File: config.mk
export PLATFORM = sky130hd
export DESIGN_NAME = slcpc_core
export DESIGN_NICKNAME = d
export VERILOG_FILES = /design/src/hw/slcpc_pkg.sv /design/src/hw/slcpc_core.sv
export SDC_FILE = /design/constraint.sdc
export NUM_CORES = 1
export LEC_CHECK = 0
export ABC_CLOCK_PERIOD_IN_PS = 9500
export BUFFER_PORTS_ARGS = -buffer_cell sky130_fd_sc_hd__buf_4
export CAP_MARGIN = 20
export CORE_UTILIZATION = 58
export DETAILED_ROUTE_END_ITERATION = 8
export PLACE_DENSITY_LB_ADDON = 0.15
export SYNTH_ARGS = -nofsm -noshare
export SYNTH_HDL_FRONTEND = slang
export SYNTH_SLANG_ARGS = --single-unit
File: constraint.sdc
create_clock -name sys_clk_in -period 9.5 [get_ports sys_clk_in]
set_input_delay 0.95 -clock sys_clk_in [delete_from_list [all_inputs] [get_ports sys_clk_in]]
set_output_delay 0.95 -clock sys_clk_in [all_outputs]
set_load 0.01 [all_outputs]
File: src/hw/slcpc_pkg.sv
// Shared constants for the serializer link core and power control block.
package slcpc_pkg;
	localparam int SYM_BITS = 35;
	localparam int VID_BITS = 24;
	localparam int GPIO_BITS = 4;
	localparam int CLK_MHZ = 250;
	localparam int PCLK_MIN_MHZ = 5;
	localparam int PCLK_MAX_MHZ = 96;
	localparam int LOSS_MHZ = 1;
	localparam int LOSS_CYC = CLK_MHZ / LOSS_MHZ;
	localparam int LOCK_PCLKS = 131;
	localparam int WIN_PCLKS = 130;
	localparam int LS_MAX_TR = 2;
	localparam int MIN_PULSE = 3;
	localparam int RC_COAX_KBPS = 3100;
	localparam int RC_STP_HF_KBPS = 4400;
	localparam int RC_COAX_CYC = (CLK_MHZ * 1000) / RC_COAX_KBPS;
	localparam int RC_HF_CYC = (CLK_MHZ * 1000) / RC_STP_HF_KBPS;
	localparam int RC_LOSS_BITS = 16;
	localparam logic [34:0] SCR_SEED = 35'h5a5a5a5a5;
	localparam logic [34:0] IDLE_SYM = 35'h000000000;
	localparam int CFG_RAPD_BIT = 7;
	localparam int CFG_PCLK_SLEEP_BIT = 1;
	typedef enum logic [1:0] {SLCPC_OFF, SLCPC_LOCK, SLCPC_RUN, SLCPC_SLEEP} slcpc_state_t;
endpackage : slcpc_pkg

File: src/hw/slcpc_core.sv
// Serializer link core: symbol packing, scrambling, sync filter, bridge steering, power control.
`timescale 1ns/1ps
`default_nettype none
// How it works
// - One 35-bit symbol each pixel clock while running.
// - Symbol carries video, syncs, control, audio.
// - Payload scrambled before sending.
// - Pixel clock between 5 and 96 MHz.
// - Reverse channel carries GPIO in low four shift bits.
// - Reverse rate chosen from medium and mode.
// - Display mode forwards local slave transactions.
// - Camera mode replays remote transactions locally.
// - Bridge supports multi-master arbitration.
// - Filtered syncs: two transitions, three-clock minimum.
// - Unfiltered syncs: two transitions, no minimum.
// - Frame sync: one change, 130-clock pulses.
// - Filter suppresses glitches on line sync and pixel valid.
// - Low power-down input powers device down.
// - Auto power-down enabled by config bit.
// - No reverse channel enters reduced power.
// - Active reverse channel triggers wake attempt.
// - Forward channel restarts only after bit cleared.
// - Clock-loss sleep when enabled and clock slow.
// - Re-lock when pixel clock returns.
// - Configuration kept during clock-loss sleep.
// - Lock about 131 pixel clocks after power-up.
module slcpc_core (
	input wire logic sys_clk_in,
	input wire logic rst_b_in,
	input wire logic pclk_in,
	input wire logic chip_power_enable_n_in,
	input wire logic [23:0] video_in,
	input wire logic line_sync_in,
	input wire logic frame_sync_in,
	input wire logic pixel_valid_in,
	input wire logic sync_filter_en_in,
	input wire logic [3:0] ctrl_payload_in,
	input wire logic [1:0] audio_payload_in,
	input wire logic rapd_en_in,
	input wire logic pclk_sleep_en_in,
	input wire logic twisted_pair_medium_in,
	input wire logic high_freq_mode_in,
	input wire logic camera_mode_in,
	input wire logic slow_reverse_channel_in,
	input wire logic local_bus_busy_in,
	input wire logic remote_bus_busy_in,
	output logic [34:0] fast_forward_channel_out,
	output logic sym_valid_out,
	output logic link_locked_out,
	output logic rapd_sleep_out,
	output logic pclk_lost_out,
	output logic powered_down_out,
	output logic rc_active_out,
	output logic rc_fast_rate_out,
	output logic bridge_to_remote_out,
	output logic bridge_to_local_out,
	output logic bridge_grant_out,
	output logic [3:0] rc_gpio_out
);
	logic rst_s1;
	logic rst_s;
	always_ff @(posedge sys_clk_in or negedge rst_b_in) begin
		if (!rst_b_in) begin
			rst_s1 <= 1'b0;
			rst_s <= 1'b0;
		end else begin
			rst_s1 <= 1'b1;
			rst_s <= rst_s1;
		end
	end
	// Two-flop synchronisers for every pin input except rapd_en_in, pclk_sleep_en_in, local_bus_busy_in and remote_bus_busy_in.
	localparam int NS = 40;
	logic [NS-1:0] pin_s1;
	logic [NS-1:0] pin_s2;
	wire [NS-1:0] pin_raw = {pclk_in, chip_power_enable_n_in, video_in, line_sync_in,
		frame_sync_in, pixel_valid_in, sync_filter_en_in, ctrl_payload_in,
		audio_payload_in, slow_reverse_channel_in, twisted_pair_medium_in,
		high_freq_mode_in, camera_mode_in};
	always_ff @(posedge sys_clk_in or negedge rst_s) begin
		if (!rst_s) begin
			pin_s1 <= '0;
			pin_s2 <= '0;
		end else begin
			pin_s1 <= pin_raw;
			pin_s2 <= pin_s1;
		end
	end
	wire pclk_s = pin_s2[39];
	wire pwr_n_s = pin_s2[38];
	wire [23:0] vid_s = pin_s2[37:14];
	wire ls_s = pin_s2[13];
	wire fs_s = pin_s2[12];
	wire pv_s = pin_s2[11];
	wire filt_en_s = pin_s2[10];
	wire [3:0] ctl_s = pin_s2[9:6];
	wire [1:0] aud_s = pin_s2[5:4];
	wire rc_s = pin_s2[3];
	wire stp_s = pin_s2[2];
	wire hf_s = pin_s2[1];
	wire cam_s = pin_s2[0];
	logic pclk_d;
	always_ff @(posedge sys_clk_in or negedge rst_s) begin
		if (!rst_s) pclk_d <= 1'b0;
		else pclk_d <= pclk_s;
	end
	wire pclk_rise = pclk_s & ~pclk_d;
	logic [15:0] loss_cnt;
	wire loss_now = (loss_cnt >= 16'(slcpc_pkg::LOSS_CYC));
	always_ff @(posedge sys_clk_in or negedge rst_s) begin
		if (!rst_s) loss_cnt <= '0;
		else if (pclk_rise) loss_cnt <= '0;
		else if (!loss_now) loss_cnt <= loss_cnt + 16'h0001;
	end
	// Reverse-channel bit period from medium and mode.
	wire rc_fast = stp_s & hf_s;
	wire [7:0] rc_bit_cyc = rc_fast ? 8'(slcpc_pkg::RC_HF_CYC) : 8'(slcpc_pkg::RC_COAX_CYC);
	// Reverse channel declared gone after a long quiet time.
	logic rc_d;
	logic [15:0] rc_quiet;
	wire rc_edge = rc_s ^ rc_d;
	wire rc_gone = (rc_quiet >= 16'(slcpc_pkg::RC_LOSS_BITS) * {8'h00, rc_bit_cyc});
	always_ff @(posedge sys_clk_in or negedge rst_s) begin
		if (!rst_s) begin
			rc_d <= 1'b0;
			rc_quiet <= 16'hffff;
		end else begin
			rc_d <= rc_s;
			if (rc_edge) rc_quiet <= '0;
			else if (!rc_gone) rc_quiet <= rc_quiet + 16'h0001;
		end
	end
	// Reverse bits sampled mid-bit into a shift register; low four are GPIO.
	logic [7:0] rc_phase;
	logic [7:0] rc_shift;
	wire rc_sample = (rc_phase == {1'b0, rc_bit_cyc[7:1]});
	always_ff @(posedge sys_clk_in or negedge rst_s) begin
		if (!rst_s) begin
			rc_phase <= '0;
			rc_shift <= '0;
		end else begin
			rc_phase <= (rc_edge || rc_phase == rc_bit_cyc - 8'h01) ? 8'h00 : rc_phase + 8'h01;
			if (rc_sample) rc_shift <= {rc_shift[6:0], rc_s};
		end
	end
	// Three-clock stable filter on line sync and pixel valid.
	logic [1:0] st_cnt [2];
	logic [1:0] filt;
	wire [1:0] raw_lp = {ls_s, pv_s};
	// Frame sync held for a full window before a change.
	logic fs_out;
	logic [7:0] fs_cnt;
	// Window transition budget for line sync and pixel valid.
	logic [7:0] win_cnt;
	logic [1:0] tr_cnt [2];
	logic [1:0] lp_out;
	wire win_end = (win_cnt == 8'(slcpc_pkg::WIN_PCLKS - 1));
	always_ff @(posedge sys_clk_in or negedge rst_s) begin
		if (!rst_s) begin
			filt <= '0;
			lp_out <= '0;
			win_cnt <= '0;
			fs_out <= 1'b0;
			fs_cnt <= '0;
			for (int i = 0; i < 2; i++) begin
				st_cnt[i] <= '0;
				tr_cnt[i] <= '0;
			end
		end else if (pclk_rise) begin
			win_cnt <= win_end ? 8'h00 : win_cnt + 8'h01;
			if (fs_cnt != 8'(slcpc_pkg::WIN_PCLKS)) fs_cnt <= fs_cnt + 8'h01;
			if (fs_s != fs_out && fs_cnt == 8'(slcpc_pkg::WIN_PCLKS)) begin
				fs_out <= fs_s;
				fs_cnt <= '0;
			end
			for (int i = 0; i < 2; i++) begin
				// Glitches shorter than the minimum never reach filt.
				if (raw_lp[i] == filt[i]) st_cnt[i] <= '0;
				else if (st_cnt[i] == 2'(slcpc_pkg::MIN_PULSE - 1)) begin
					filt[i] <= raw_lp[i];
					st_cnt[i] <= '0;
				end else st_cnt[i] <= st_cnt[i] + 2'h1;
				// Budget applies with or without the filter.
				if ((filt_en_s ? filt[i] : raw_lp[i]) != lp_out[i] &&
					tr_cnt[i] < 2'(slcpc_pkg::LS_MAX_TR)) begin
					lp_out[i] <= filt_en_s ? filt[i] : raw_lp[i];
					tr_cnt[i] <= win_end ? 2'h0 : tr_cnt[i] + 2'h1;
				end else if (win_end) tr_cnt[i] <= '0;
			end
		end
	end
	// Bridge direction from mode; yield while the other side holds the bus.
	wire grant = ~(cam_s ? local_bus_busy_in : remote_bus_busy_in);
	// Power and lock sequencing.
	slcpc_pkg::slcpc_state_t st;
	slcpc_pkg::slcpc_state_t next_st;
	logic [7:0] lock_cnt;
	logic sleep_rapd;
	wire lock_done = (lock_cnt == 8'(slcpc_pkg::LOCK_PCLKS));
	// Sleep keeps loss and reverse monitors running; wake on clock return, after remote sleep also needing reverse channel and a cleared enable.
	always_comb begin
		next_st = st;
		unique case (st)
			slcpc_pkg::SLCPC_OFF: if (pwr_n_s) next_st = slcpc_pkg::SLCPC_LOCK;
			slcpc_pkg::SLCPC_LOCK: if (lock_done) next_st = slcpc_pkg::SLCPC_RUN;
			slcpc_pkg::SLCPC_RUN: begin
				if ((pclk_sleep_en_in && loss_now) || (rapd_en_in && rc_gone))
					next_st = slcpc_pkg::SLCPC_SLEEP;
			end
			slcpc_pkg::SLCPC_SLEEP: begin
				// Wake needs clock; after remote sleep also reverse channel and a cleared enable.
				if (!loss_now && (!sleep_rapd || (!rc_gone && !rapd_en_in)))
					next_st = slcpc_pkg::SLCPC_LOCK;
			end
		endcase
		if (!pwr_n_s) next_st = slcpc_pkg::SLCPC_OFF;
	end
	// Additive scrambler, LFSR advanced once per symbol.
	logic [34:0] lfsr;
	wire [34:0] lfsr_next = {lfsr[33:0], lfsr[34] ^ lfsr[32]};
	wire [34:0] payload = {2'b00, aud_s, ctl_s, fs_out, lp_out, vid_s};
	wire sym_fire = pclk_rise && st == slcpc_pkg::SLCPC_RUN;
	// No configuration is stored here; sleep clears nothing held outside.
	always_ff @(posedge sys_clk_in or negedge rst_s) begin
		if (!rst_s) begin
			st <= slcpc_pkg::SLCPC_OFF;
			lock_cnt <= '0;
			sleep_rapd <= 1'b0;
			lfsr <= slcpc_pkg::SCR_SEED;
			fast_forward_channel_out <= slcpc_pkg::IDLE_SYM;
			sym_valid_out <= 1'b0;
			link_locked_out <= 1'b0;
			rapd_sleep_out <= 1'b0;
			pclk_lost_out <= 1'b0;
			powered_down_out <= 1'b1;
			rc_active_out <= 1'b0;
			rc_fast_rate_out <= 1'b0;
			bridge_to_remote_out <= 1'b0;
			bridge_to_local_out <= 1'b0;
			bridge_grant_out <= 1'b0;
			rc_gpio_out <= '0;
		end else begin
			st <= next_st;
			// Lock counts pixel clocks after power-up or wake.
			if (st != slcpc_pkg::SLCPC_LOCK) lock_cnt <= '0;
			else if (pclk_rise && !lock_done) lock_cnt <= lock_cnt + 8'h01;
			if (st == slcpc_pkg::SLCPC_RUN && next_st == slcpc_pkg::SLCPC_SLEEP)
				sleep_rapd <= rapd_en_in && rc_gone;
			// One symbol per pixel clock rising edge while running; idle when not running.
			if (sym_fire) begin
				lfsr <= lfsr_next;
				fast_forward_channel_out <= payload ^ lfsr;
			end else if (st != slcpc_pkg::SLCPC_RUN) begin
				fast_forward_channel_out <= slcpc_pkg::IDLE_SYM;
			end
			sym_valid_out <= sym_fire;
			link_locked_out <= (st == slcpc_pkg::SLCPC_RUN);
			rapd_sleep_out <= (st == slcpc_pkg::SLCPC_SLEEP) && sleep_rapd;
			pclk_lost_out <= loss_now;
			powered_down_out <= (st == slcpc_pkg::SLCPC_OFF);
			rc_active_out <= !rc_gone;
			rc_fast_rate_out <= rc_fast;
			bridge_to_remote_out <= !cam_s && st == slcpc_pkg::SLCPC_RUN;
			bridge_to_local_out <= cam_s && st == slcpc_pkg::SLCPC_RUN;
			bridge_grant_out <= grant;
			rc_gpio_out <= rc_shift[3:0];
		end
	end
	symbol_locked_a: assert property (@(posedge sys_clk_in) disable iff (!rst_s)
		sym_valid_out |-> $past(st) == slcpc_pkg::SLCPC_RUN)
		else $error("symbol sent while not running");
	pin_power_down_a: assert property (@(posedge sys_clk_in) disable iff (!rst_s)
		!pwr_n_s |=> st == slcpc_pkg::SLCPC_OFF)
		else $error("power-down pin ignored");
	// Lock takes the pixel clock count.
	lock_count_a: assert property (@(posedge sys_clk_in) disable iff (!rst_s)
		$rose(link_locked_out) |-> $past(lock_cnt, 2) == 8'(slcpc_pkg::LOCK_PCLKS))
		else $error("lock left early");
	// Frame sync held for a full window.
	frame_hold_a: assert property (@(posedge sys_clk_in) disable iff (!rst_s)
		(pclk_rise && fs_cnt != 8'(slcpc_pkg::WIN_PCLKS)) |=> $stable(fs_out))
		else $error("frame sync changed too soon");
	// No restart from remote sleep while enable set.
	rapd_hold_a: assert property (@(posedge sys_clk_in) disable iff (!rst_s)
		(st == slcpc_pkg::SLCPC_SLEEP && sleep_rapd && rapd_en_in) |=>
		st != slcpc_pkg::SLCPC_LOCK)
		else $error("woke with enable set");
	sleep_idle_a: assert property (@(posedge sys_clk_in) disable iff (!rst_s)
		(st == slcpc_pkg::SLCPC_SLEEP) [*2] |-> fast_forward_channel_out == slcpc_pkg::IDLE_SYM)
		else $error("output not idle in sleep");
	loss_sleep_a: assert property (@(posedge sys_clk_in) disable iff (!rst_s)
		(st == slcpc_pkg::SLCPC_RUN && pclk_sleep_en_in && loss_now && pwr_n_s) |=>
		st == slcpc_pkg::SLCPC_SLEEP)
		else $error("clock loss not handled");
	// Filtered level changes only after a steady run.
	filter_steady_a: assert property (@(posedge sys_clk_in) disable iff (!rst_s)
		(pclk_rise && st_cnt[0] != 2'(slcpc_pkg::MIN_PULSE - 1)) |=> filt[0] == $past(filt[0]))
		else $error("filter changed too soon");
	tr_budget_a: assert property (@(posedge sys_clk_in) disable iff (!rst_s)
		tr_cnt[0] <= 2'(slcpc_pkg::LS_MAX_TR) && tr_cnt[1] <= 2'(slcpc_pkg::LS_MAX_TR))
		else $error("transition budget exceeded");
endmodule : slcpc_core
`default_nettype wire

==> summary.md <==
| Metric | Value |
|---|---|
| GR Overflow Total | `0` |
| Synth Area in Compound Gates | `7.75%` |
| Final Max Slew Viols | `0` |
| H-tree depth | `1` |
| Worst-Skew Late Latency | `approximately 520 ps` |
| Hold crit path type | `in -> async` |
| Die Y | `between 100 and 150 um` |
| Worst EP arrival | `2980 ps` |
| Final Net Count | `897` |
| Drt pass-1 iters | `4` |
| CTS sink count | `252` |
| Chip Width | `130 um` |
| Initial antenna violation count | `0` |
| Root buf cell | `clkbuf_16` |
| First-pass GRT wire length | `29500 um` |
| Post-CTS Setup Bufs | `0` |
| Synth-to-layout area growth | `19.4%` |
| Drc violations | `0` |
| Ys async rst share | `100%` |
| Die area | `0.0170 mm^2` |
| EDFF count, synth | `0` |
| Post-Synth Adder-Cell Area | `1.57%` |
| Simple-gate area share of the yosys netlist | `~11%` |
| Post-cts resize count | `0` |
| Most frequent cells after synthesis | `dfrtp_1, nor2_1, xnor2_1` |
| Synth top area share | `56.7%` |
| Status | `finished, final reports clean` |
| CP endpoint kind | `flip-flop` |
| DR WL/cell | `16.5 um` |
| Initial core utilization | `59.8%` |
| Crit Path Max Fanout | `39` |
| Mapped Cells | `739` |
| Ports | `95` |
| Final ANT Viol Nets | `0` |
| Vias in the first global route | `6099` |
| Largest net degree at the start of global routing | `94` |
| Antenna cells | `0` |
| Peak VDD IR | `0.177 mV` |
| Top FF cell, synth | `dfrtp_1` |
| Leak | `just over 5 nW` |
| Pwr/cell area | `208 mW/mm^2` |
| Critical path class | `reg -> reg` |
| Clock transition at path regs | `roughly 60 ps` |
| Area contributors post-synth | `dfrtp_1, dfstp_2, xnor2_1` |
| Tightest Pin Transition | `1020 ps` |
| Register area share after synthesis | `66.3%` |
| Top cell type by total area after synthesis | `dfrtp_1` |
| Netlist Area Pre-Place | `0.00957 mm^2` |
| Setup slack after layout | `6910 ps` |
| HPWL reported at the end of detailed placement | `11400 um` |
| CP required | `9890 ps` |
| Max_cap viols | `0` |
| RD Place Congestion | `0.816` |
| Fraction of layout cells with a size suffix above 1 | `27.4%` |
| Place WS | `slightly below 7000 ps` |
| Post-synthesis mux area share | `5.57%` |
| Syn_nets | `797` |
| Final WL | `between 15000 and 20000 um` |
| Highest routing layer actually used | `met4` |
| Longest Clk Path Bufs | `3` |
| Site Rows | `46` |
| Vias post-DR | `5932` |
| Unrepaired setup endpoints after global routing | `false` |
| CTS tree | `done` |
| Number of synthesized register bits | `252` |
| Total GRT Usage | `22.0%` |
| Startpoint Class | `flip-flop` |
| Post-CTS Hold Buffers | `0` |
| Core box area | `0.0160 mm^2` |
| PortBufs | `94` |
| Netlist cell types | `52` |
| Normalized max-slew margin | `between 30% and 40%` |
| Fmax | `between 0.3 and 0.4 GHz` |
| Met3 routed WL | `658 um` |
| TritonCTS buffer count | `26` |
| Top-count cell post-synth | `dfrtp_1` |
| Largest family of logic cells by synthesized area | `simple AND/OR/NAND/NOR gates` |
| Fin crit period | `2590 ps` |
| Final Hold Vio Count | `0` |
| Final Skew | `12.4 ps` |
| Met2 routed WL | `9090 um` |
| Final period util | `between 20% and 30%` |
| Yosys warnings | `0` |
| Avg Cell Area, Syn | `around 13 um^2` |
| Sum Neg Setup Slack | `0 ps` |
| Routed vias/inst | `5.52` |
| XOR/XNOR Fraction of Synth Area | `5.95%` |
| Met1 WL | `7560 um` |
| Count of final setup violators | `0` |
| Initial drt markers | `slightly above 300` |
## worst paths after layout
| check | startpoint | end | slack, ps | cells past startpoint |
|---|---|---|---|---|
| max in group asynchronous | rst_s | rc_quiet[6] | 7700 | 3 |
| min in group sys_clk_in | rst_s1 | rst_s | 350 | 0 |
| max reg2reg | st[0] | lfsr[28] | 6910 | 3 |
| max | st[0] | lfsr[28] | 6910 | 3 |
| min | rst_b_in | rst_s | 200 | 1 |
| min reg2reg | rst_s | rc_shift[3] | 260 | 0 |
## worst max-delay path, stage by stage (launching register included)
cell and delay, ps:
dfrtp_1 420, nand2b_2 630, nor2_4 970, mux2_2 420
## cell usage in the layout, fill, tap and decap left out, drive strengths merged, types with 7 or more instances in the layout
master / synthesis / final
nand2: 36 / 36
a31o: 7 / 7
nand3: 15 / 15
clkbuf: 26 / 42
o21ai: 10 / 10
a21oi: 19 / 19
nor2: 79 / 79
a211oi: 36 / 36
xnor2: 58 / 58
a31oi: 8 / 8
dfrtp: 217 / 217
and3: 14 / 14
dfstp: 35 / 35
inv: 16 / 17
buf: 3 / 101
mux2: 42 / 42
xor2: 7 / 7
and2: 17 / 17
nand4: 11 / 11
ha: 12 / 12
## sequential cells by signal, indices dropped and copies added, names as in the netlist, 16 cells and up
signal / cells
pin_s1: 40
lfsr: 35
pin_s2: 40
loss_cnt: 16
fast_forward_channel_out: 35
rc_quiet: 16
## report_power, final
part,internal [W],total (W),switching [W]
Sequential,0.00114,0.00120,0.0000599
Clock,0.000618,0.00102,0.000397
Combinational,0.0000770,0.000163,0.0000855
## cell families after synthesis
group           count (synthesis)
xor+xnor                       65
fa+ha+maj                      12
other cells                     1
mux                            48
simple gates                  210
compound gates                106
buf+inv                        45
flops                         252
## metrics by stage
stage               cells  utilization, %  total power, W  area [um^2]  hold WS [ps]
global placement     1024            65.5         0.00136        10500           332
finish               1075            71.4         0.00238        11400           201
detailed placement   1024            65.5         0.00138        10500           335
global route         1075            71.4         0.00247        11400           180
floorplan             739               -         0.00132         9570           331
CTS                  1072            71.0         0.00240        11400           182
## per-layer routing
| layer | global-route usage, % | vias to the layer above |
|---|---|---|
| li1 | - | 2783 |
| met1 | 29.0 | 2998 |
| met2 | 38.2 | 120 |
| met3 | 3.54 | 31 |
| met4 | 6.09 | 0 |
| met5 | 0 | - |
## cell type report
| class | instances | area [um^2] |
|---|---|---|
| repair buffers | 101 | 798 |
| fillers | 1116 | 4570 |
| well taps | 216 | 270 |
| clock inverters | 6 | 61.3 |
| clock buffers | 42 | 822 |
| flip-flops and latches | 252 | 6350 |
| multi-input cells | 442 | 3060 |
| inverters | 16 | 60.1 |
Power figures use the tool's default switching activity.
